File: src/core/scfc_defines.svh
// Purpose: named constants for the supply command and fault controller
// Assumes: 25 MHz system clock
// Notes: qualification times are kept in ms and their cycle counts derive from them; soft start is given in cycles
`ifndef SCFC_DEFINES_SVH
`define SCFC_DEFINES_SVH

`define SCFC_CLK_HZ 25000000
`define SCFC_OVT_QUAL_MS 30
`define SCFC_OCT_QUAL_MS 60
`define SCFC_OVT_QUAL_CYC ((`SCFC_CLK_HZ / 1000) * `SCFC_OVT_QUAL_MS)
`define SCFC_OCT_QUAL_CYC ((`SCFC_CLK_HZ / 1000) * `SCFC_OCT_QUAL_MS)
`define SCFC_SOFT_START_CYC 250000
`define SCFC_CNT_W 21
`define SCFC_LVL_W 12
`define SCFC_LIMIT_PCT 110
`define SCFC_PHASE_PCT 10
`define SCFC_PCT_FULL 100
`define SCFC_FULL_SCALE 12'h8ba
`define SCFC_RATED_LINE 12'hc00

`endif

File: src/core/scfc_pkg.sv
// Purpose: types shared by the supply command and fault controller
// Assumes: scfc_defines.svh supplies all figures
// Notes: fault vector order is fixed and used for status and alarm outputs
package scfc_pkg;

	typedef enum logic [1:0]
	{
		ST_STANDBY = 2'b00,
		ST_SOFT_START = 2'b01,
		ST_POWERED = 2'b10,
		ST_ALARM = 2'b11
	} scfc_state_e;

	// one command strobe set per interface
	typedef struct packed
	{
		logic start;
		logic stop;
		logic clear;
	} scfc_cmd_s;

	// latched fault flags
	typedef struct packed
	{
		logic overVoltageTrip;
		logic overCurrentTrip;
		logic thermalFault;
		logic safetyInterlockFault;
		logic phaseLossFault;
	} scfc_fault_s;

endpackage : scfc_pkg

File: src/core/scfc_supply_ctrl.sv
// Purpose: command state machine and fault latching for a programmable dc supply
// Assumes: one 25 MHz clock; pin-level inputs arrive asynchronously
// Notes: measured levels and thresholds are 12-bit codes; full scale is SCFC_FULL_SCALE
//
// What this block does
// - start acts only from standby
// - start closes contactor, soft start, then powered
// - stop acts only in soft start or powered, opens contactor
// - active stop overrides a start command; a clear still acts
// - clear releases fault only when condition gone
// - latched fault blocks operation until clear
// - over-voltage must persist 30 ms to trip
// - voltage threshold clamped to 110 percent, default
// - over-voltage trip opens contactor, flags alarm
// - over-current must persist 60 ms to trip
// - current threshold clamped to 110 percent, default
// - over-current trip opens contactor, flags alarm
// - thermal switch opens contactor, blocks enable, alarms
// - enabled interlock requires high level to operate
// - interlock break switches dissipative elements off fast
// - phase A below 10 percent trips phase loss
// - phase loss blocks enabling per operating state
// - front panel commands need local enable
// - remote commands need remote enable
`include "scfc_defines.svh"
module scfc_supply_ctrl
	import scfc_pkg::*;
#(
	parameter int SoftStartCycles = `SCFC_SOFT_START_CYC,
	parameter int OvtQualCycles = `SCFC_OVT_QUAL_CYC,
	parameter int OctQualCycles = `SCFC_OCT_QUAL_CYC
)
(
	input wire logic clock,
	input wire logic reset_n,
	input wire scfc_cmd_s panelCmd,
	input wire scfc_cmd_s extIoCmd,
	input wire scfc_cmd_s hostCmd,
	input wire logic localCommandEnable,
	input wire logic remoteCommandEnable,
	input wire logic interlockEnable,
	input wire logic interlockLevel,
	input wire logic thermalSwitchOk,
	input wire logic [`SCFC_LVL_W-1:0] phaseALevel,
	input wire logic [`SCFC_LVL_W-1:0] outVoltage,
	input wire logic [`SCFC_LVL_W-1:0] outCurrent,
	input wire logic ovtSetValid,
	input wire logic [`SCFC_LVL_W-1:0] ovtSetValue,
	input wire logic octSetValid,
	input wire logic [`SCFC_LVL_W-1:0] octSetValue,
	output logic contactorClosed,
	output logic softStartActive,
	output logic powered,
	output logic standby,
	output logic alarm,
	output logic dissipativeOff,
	output scfc_fault_s faultStatus,
	output scfc_fault_s alarmOut,
	output logic [`SCFC_LVL_W-1:0] ovtThreshold,
	output logic [`SCFC_LVL_W-1:0] octThreshold
);

	// ---------------------------------------------------------------
	// helpers
	// ---------------------------------------------------------------

	// clamp a requested threshold to the 110 percent ceiling
	function automatic logic [`SCFC_LVL_W-1:0] clampLimit(input logic [`SCFC_LVL_W-1:0] v);
		logic [`SCFC_LVL_W-1:0] lim;
		lim = `SCFC_LVL_W'((32'(`SCFC_FULL_SCALE) * `SCFC_LIMIT_PCT) / `SCFC_PCT_FULL);
		clampLimit = (v > lim) ? lim : v;
	endfunction : clampLimit

	// ---------------------------------------------------------------
	// input synchronisers
	// ---------------------------------------------------------------
	localparam int SyncW = 9 + 3 * `SCFC_LVL_W + 5;
	// reset shows healthy levels, so no false thermal or phase fault follows reset
	localparam logic [SyncW-1:0] SyncIdle = {9'h000, 5'h01, {`SCFC_LVL_W{1'b1}},
		{(2 * `SCFC_LVL_W){1'b0}}};
	logic [SyncW-1:0] sync1_q;
	logic [SyncW-1:0] sync2_q;
	wire logic [SyncW-1:0] rawIn = {panelCmd, extIoCmd, hostCmd, localCommandEnable,
		remoteCommandEnable, interlockEnable, interlockLevel, thermalSwitchOk,
		phaseALevel, outVoltage, outCurrent};

	// two flops on every pin-level input; only the second stage is read
	always_ff @(posedge clock or negedge reset_n)
	begin
		if (!reset_n)
		begin
			sync1_q <= SyncIdle;
			sync2_q <= SyncIdle;
		end
		else
		begin
			sync1_q <= rawIn;
			sync2_q <= sync1_q;
		end
	end

	scfc_cmd_s sPanel;
	scfc_cmd_s sExt;
	scfc_cmd_s sHost;
	logic sLocalEn;
	logic sRemoteEn;
	logic sIlkEn;
	logic sIlkLevel;
	logic sThermOk;
	logic [`SCFC_LVL_W-1:0] sPhase;
	logic [`SCFC_LVL_W-1:0] sVolt;
	logic [`SCFC_LVL_W-1:0] sCurr;
	assign {sPanel, sExt, sHost, sLocalEn, sRemoteEn, sIlkEn, sIlkLevel, sThermOk,
		sPhase, sVolt, sCurr} = sync2_q;

	// ---------------------------------------------------------------
	// command gating
	// ---------------------------------------------------------------
	logic panelOk;
	logic remoteOk;
	logic stopReq;
	logic clearReq;

	// each interface counts only while its enable is on
	assign panelOk = sLocalEn;
	assign remoteOk = sRemoteEn;
	assign stopReq = (panelOk & sPanel.stop) | (remoteOk & (sExt.stop | sHost.stop));
	assign clearReq = (panelOk & sPanel.clear) | (remoteOk & (sExt.clear | sHost.clear));

	// ---------------------------------------------------------------
	// thresholds
	// ---------------------------------------------------------------
	logic [`SCFC_LVL_W-1:0] ovtThr_q;
	logic [`SCFC_LVL_W-1:0] octThr_q;
	logic ovtStrobe_q;
	logic octStrobe_q;
	logic [`SCFC_LVL_W-1:0] ovtVal_q;
	logic [`SCFC_LVL_W-1:0] octVal_q;

	// settings arrive from other logic on this clock; registered once before use
	always_ff @(posedge clock or negedge reset_n)
	begin
		if (!reset_n)
		begin
			ovtStrobe_q <= 1'b0;
			octStrobe_q <= 1'b0;
			ovtVal_q <= '0;
			octVal_q <= '0;
		end
		else
		begin
			ovtStrobe_q <= ovtSetValid;
			octStrobe_q <= octSetValid;
			ovtVal_q <= ovtSetValue;
			octVal_q <= octSetValue;
		end
	end

	// default is the ceiling; writes above it are clamped
	always_ff @(posedge clock or negedge reset_n)
	begin
		if (!reset_n)
		begin
			ovtThr_q <= clampLimit({`SCFC_LVL_W{1'b1}});
			octThr_q <= clampLimit({`SCFC_LVL_W{1'b1}});
		end
		else
		begin
			if (ovtStrobe_q)
				ovtThr_q <= clampLimit(ovtVal_q);
			if (octStrobe_q)
				octThr_q <= clampLimit(octVal_q);
		end
	end

	// ---------------------------------------------------------------
	// fault conditions and qualification
	// ---------------------------------------------------------------
	logic ovCond;
	logic ocCond;
	logic thCond;
	logic ilCond;
	logic phCond;
	logic [`SCFC_LVL_W-1:0] phaseMin;
	logic [`SCFC_CNT_W-1:0] ovCnt_q;
	logic [`SCFC_CNT_W-1:0] ocCnt_q;
	logic ovHit;
	logic ocHit;

	assign phaseMin = `SCFC_LVL_W'((32'(`SCFC_RATED_LINE) * `SCFC_PHASE_PCT) / `SCFC_PCT_FULL);
	assign ovCond = sVolt > ovtThr_q;
	assign ocCond = sCurr > octThr_q;
	assign thCond = !sThermOk;
	assign ilCond = sIlkEn & !sIlkLevel;
	assign phCond = sPhase < phaseMin;
	assign ovHit = ovCond && (ovCnt_q == `SCFC_CNT_W'(OvtQualCycles - 1));
	assign ocHit = ocCond && (ocCnt_q == `SCFC_CNT_W'(OctQualCycles - 1));

	// counters run only while the condition holds and restart from zero otherwise
	always_ff @(posedge clock or negedge reset_n)
	begin
		if (!reset_n)
		begin
			ovCnt_q <= '0;
			ocCnt_q <= '0;
		end
		else
		begin
			if (!ovCond)
				ovCnt_q <= '0;
			else if (!ovHit)
				ovCnt_q <= ovCnt_q + 1'b1;
			if (!ocCond)
				ocCnt_q <= '0;
			else if (!ocHit)
				ocCnt_q <= ocCnt_q + 1'b1;
		end
	end

	// ---------------------------------------------------------------
	// fault latches
	// ---------------------------------------------------------------
	scfc_fault_s fault_q;
	scfc_fault_s faultSet;
	scfc_fault_s faultLive;
	scfc_state_e state_q;
	logic clearOk;

	assign faultSet = '{ovHit, ocHit, thCond, ilCond, phCond};
	// a live level blocks the clear, including a trip comparator that is still counting
	assign faultLive = '{ovCond, ocCond, thCond, ilCond, phCond};
	assign clearOk = clearReq && (faultLive == '0);

	// set wins over clear so an event in the clear cycle is kept
	always_ff @(posedge clock or negedge reset_n)
	begin
		if (!reset_n)
			fault_q <= '0;
		else if (clearOk)
			fault_q <= faultSet;
		else
			fault_q <= fault_q | faultSet;
	end

	// ---------------------------------------------------------------
	// state machine
	// ---------------------------------------------------------------
	logic [`SCFC_CNT_W-1:0] softCnt_q;
	logic anyFault;
	logic startOk;
	logic softDone;

	assign anyFault = (fault_q != '0) || (faultSet != '0);
	// host start is not masked by phase loss, but anyFault sends standby to alarm before a start is taken
	assign startOk = ((panelOk & sPanel.start & !fault_q.phaseLossFault) |
		(remoteOk & sExt.start & !fault_q.phaseLossFault) |
		(remoteOk & sHost.start)) & !stopReq;
	assign softDone = softCnt_q == `SCFC_CNT_W'(SoftStartCycles - 1);

	// fault wins over everything, stop over start
	always_ff @(posedge clock or negedge reset_n)
	begin
		if (!reset_n)
			state_q <= ST_STANDBY;
		else
			unique case (state_q)
				ST_STANDBY:
				begin
					if (anyFault)
						state_q <= ST_ALARM;
					else if (startOk)
						state_q <= ST_SOFT_START;
				end
				ST_SOFT_START:
				begin
					if (anyFault)
						state_q <= ST_ALARM;
					else if (stopReq)
						state_q <= ST_STANDBY;
					else if (softDone)
						state_q <= ST_POWERED;
				end
				ST_POWERED:
				begin
					if (anyFault)
						state_q <= ST_ALARM;
					else if (stopReq)
						state_q <= ST_STANDBY;
				end
				ST_ALARM:
				begin
					if (clearOk && faultSet == '0)
						state_q <= ST_STANDBY;
				end
			endcase
	end

	// soft start length counted only inside its own state
	always_ff @(posedge clock or negedge reset_n)
	begin
		if (!reset_n)
			softCnt_q <= '0;
		else if (state_q == ST_SOFT_START && !softDone)
			softCnt_q <= softCnt_q + 1'b1;
		else if (state_q != ST_SOFT_START)
			softCnt_q <= '0;
	end

	// ---------------------------------------------------------------
	// outputs
	// ---------------------------------------------------------------
	// all outputs registered from the current state, flags, thresholds and the live interlock condition; one cycle behind them
	always_ff @(posedge clock or negedge reset_n)
	begin
		if (!reset_n)
		begin
			contactorClosed <= 1'b0;
			softStartActive <= 1'b0;
			powered <= 1'b0;
			standby <= 1'b1;
			alarm <= 1'b0;
			dissipativeOff <= 1'b0;
			faultStatus <= '0;
			alarmOut <= '0;
			ovtThreshold <= '0;
			octThreshold <= '0;
		end
		else
		begin
			contactorClosed <= (state_q == ST_SOFT_START) || (state_q == ST_POWERED);
			softStartActive <= state_q == ST_SOFT_START;
			powered <= state_q == ST_POWERED;
			standby <= state_q == ST_STANDBY;
			alarm <= state_q == ST_ALARM;
			dissipativeOff <= fault_q.safetyInterlockFault | ilCond;
			faultStatus <= fault_q;
			alarmOut <= fault_q;
			ovtThreshold <= ovtThr_q;
			octThreshold <= octThr_q;
		end
	end

endmodule : scfc_supply_ctrl

File: config.mk
export PLATFORM = sky130hd
export DESIGN_NAME = scfc_supply_ctrl
export DESIGN_NICKNAME = d
export VERILOG_FILES = /design/src/core/scfc_pkg.sv /design/src/core/scfc_supply_ctrl.sv
export VERILOG_INCLUDE_DIRS = /design/src /design/src/core
export SDC_FILE = /design/constraint.sdc
export NUM_CORES = 1
export LEC_CHECK = 0
export CAP_MARGIN = 25
export CELL_PAD_IN_SITES_DETAIL_PLACEMENT = 1
export CELL_PAD_IN_SITES_GLOBAL_PLACEMENT = 1
export CORE_UTILIZATION = 46
export DETAILED_ROUTE_END_ITERATION = 10
export DONT_BUFFER_PORTS = 1
export GPL_ROUTABILITY_DRIVEN = 0
export GPL_TIMING_DRIVEN = 0
export HOLD_SLACK_MARGIN = 0.15
export PLACE_DENSITY_LB_ADDON = 0.05
export SYNTH_ARGS = -nofsm -noshare
export SYNTH_HDL_FRONTEND = slang
export SYNTH_SLANG_ARGS = --single-unit
File: constraint.sdc
create_clock -name clock -period 2.8 [get_ports clock]
set_clock_uncertainty 0.2 [all_clocks]
set_input_delay 0.56 -clock clock [delete_from_list [all_inputs] [get_ports clock]]
set_output_delay 0.56 -clock clock [all_outputs]
set_load 0.02 [all_outputs]
==> flow_summary.yaml <==
yosys:
  yosys_warnings: 0
  synthTopCellsByArea: "dfrtp_1 (58%), dfstp_2 (11%), ha_1 (4.2%)"
  synth_seq_area_share_pct: 69.3
  synth-compound-area-share_pct: 6.70
  synth_xor_area_share_pct: 4.62
  netlist.top_cell.by_area: "dfrtp_1"
  synth_seq_cells: 255
  ys_async_sr_fraction_pct: 100
  syn-mean-instance-area_um2: 13.2
  syn_area_mm2: 0.00928
  syn_inst: 705
  synthDistinctLibCells: 58
  muxShareOfSynthArea_pct: 0.378
  synth_top_family_by_area: "simple AND/OR/NAND/NOR gates"
  synth_top_area_share_pct: 58.2
  synthAdderAreaFrac_pct: 4.18
  synth_nets: 814
  synth_flop_cell: "dfrtp_1"
  synth_edf_count: 0
  synthSimpleGateAreaFrac_pct: 12.4
finish:
  final_cell_mix: "dfrtp_1 (216), dlygate4sd3_1 (80), nor2_1 (52)"
  drive_gt1_share_pct: 15.9
  nets: 938
  multi_input_area_mm2: 0.00278
  final_area_mm2: 0.0115
  mostFrequentLayoutCell: "dfrtp_1"
  seqCellArea_mm2: 0.00643
  fill_cells: 1930
  areaGrowthSynthToFinish_pct: 24.4
grt:
  antenna_found_initial: 4
  overflow: 0
  grt_max_degree: 256
  grt_use_total_pct: 22.4
  grt_pass1_wl_um: 35200
  grt_pass1_vias: 6662
sta:
  setup_ws_ns: -0.0110
  drv_slew: 0
  setup_tns_ns: -0.0110
  max_slew_margin_pct: 45.9
  whs_ns: -0.479
  setup_violations: 1
  period_minus_slack_ns: 2.81
  max_freq_mhz: 356
  hold_viol_final: 254
  period_share_pct: 100
  rsz0062_at_grt: "true"
  worstMarginPinSlew_ns: 0.805
setup_path:
  crit_fanout: 3
  crit_type: "reg -> reg"
  worstPathArrival_ns: 3.04
  required_ns: 3.03
  crit_path_start_kind: "register"
  cp-end-kind: "register"
clock_network:
  insertion_delay_ns: 0.55
  clockBufferDepth: 3
  cts_made_buffers: 27
  clkSlewWorstSetupHoldPaths_ns: 0.06
  htreeDepth: 1
  cts_tree: "built"
  root_buffer: "clkbuf_16"
  hold_buffers: 80
  clock-sinks: 255
status:
  status: "complete, but fails checks"
  violations: "hold timing, setup timing"
floorplan:
  initial_core_util_pct: 47.4
  std_cell_rows: 51
  fp.dieH_um: 144
  dieArea_mm2: 0.0207
  die_w_um: 144
  pin_count: 118
  core_area_mm2: 0.0196
power_and_ir_drop:
  p_leak_uw: 0.00501
  powerDensity_mw_per_mm2: 738
  ir_drop_mv: 0.549
route:
  antenna_left: 0
  via_count: 5809
  firstDrtPassIters: 5
  drt_wl_total_um: 21700
  post-route-drc-count: 0
  viasPerCell: 5.20
  drt_iter0_drc: 275
  wl_per_cell_um: 19.4
job:
  maxCapViolations: 0
hold_path:
  hold_class: "in -> async"
placed_design:
  dpl_cell_area_mm2: 0.00962
  port_buffers: 0
  place_hpwl_um: 12000
  post-place-ws_ns: -0.314
-- routing by layer --
layer / track usage (%) / up-vias / share of wire (%)
li1: - / 2662 / -
met1: 28.3 / 2984 / 42
met2: 39.2 / 116 / 51
met3: 4.30 / 47 / 3.8
met4: 6.72 / 0 / 2.6
met5: 0 / - / 0
-- critical path, stage by stage (launching register included) --
cell and delay (ns):
dfstp_2 0.53, inv_2 0.05, ha_4 0.27, and4_4 0.22
nand4_1 0.16, a21o_2 0.25, o2bb2ai_4 0.13, o2111a_2 0.30
mux2_4 0.30, o32a_1 0.28
-- power breakdown --
part	internal, uW	switching [uW]
sequential	3980	267
combinational	373	433
clock	1990	1480
total	6340	2180
-- registers in the layout, summed over array words and instances, names as in the netlist, 2 cells and up --
signal and flops:
octThr_q 12, state_q 2, sync2_q 50, ovtVal_q 12, softCnt_q 21, ovtThr_q 12, ovCnt_q 21, octThreshold 12
ovtThreshold 12, fault_q 5, sync1_q 50, alarmOut 5, ocCnt_q 21, octVal_q 12
-- synthesized netlist by cell type (3+ instances only) --
cell type	count
a21boi_0	4
a21o_1	3
a21oi_1	21
and2_1	16
and3_1	7
and4_1	5
buf_4	5
clkbuf_1	10
dfrtp_1	216
dfstp_2	39
ha_1	31
inv_1	39
nand2_1	41
nand3_1	26
nand3b_1	4
nand4_1	22
nor2_1	52
nor2b_1	7
nor3_1	10
nor4b_1	3
o211ai_1	5
o21ai_0	30
o22a_1	10
or3_1	9
or3_2	3
xnor2_1	28
xor2_1	21
-- through the flow --
stage / total power (uW) / util, % / instances / hold slack [ns]
floorplan: 4700 / - / 705 / 0.0644
global placement: 4880 / 49.1 / 970 / 0.0708
detailed placement: 4930 / 49.1 / 970 / 0.0744
CTS: 8510 / 58.7 / 1111 / -0.502
global route: 8860 / 59.0 / 1117 / -0.509
finish: 8520 / 59.0 / 1117 / -0.479
-- final cells by class --
cell class,count,share of cell area (%)
well taps,265,2.87
plain buffers,15,0.650
flip-flops and latches,255,55.7
inverters,39,1.27
multi-input cells,396,24.1
clock buffers,40,6.97
clock inverters,9,0.542
diodes,3,0.0650
repair buffers,95,7.91
-- timing repair --
action	CTS	global route
gates resized for setup	20	5
setup buffers	12	3
pin swaps	12	7
hold endpoints to repair	335	255
endpoints found under the setup margin	2	19
-- kinds of logic after synthesis --
family,after synthesis
XOR/XNOR,49
multiplexers,3
buffers and inverters,54
flip-flops,255
AND/OR/NAND/NOR,218
adder cells (fa/ha/maj),31
AO/OA/AOI/OAI,95
-- path summary, 6_finish.rpt --
| path | from | to | slack, ns | cells past startpoint |
|---|---|---|---|---|
| min reg2reg | sync1_q[0] | sync2_q[0] | 0.15 | 0 |
| min in group clock | sync1_q[0] | sync2_q[0] | 0.15 | 0 |
| max reg2reg | octThr_q[11] | state_q[0] | -0.01 | 9 |
| min | reset_n | softCnt_q[13] | -0.48 | 0 |
| max | octThr_q[11] | state_q[0] | -0.01 | 9 |
| max in group asynchronous | reset_n | ocCnt_q[16] | 2.32 | 0 |
No activity file was read; power rests on OpenSTA's default activity.
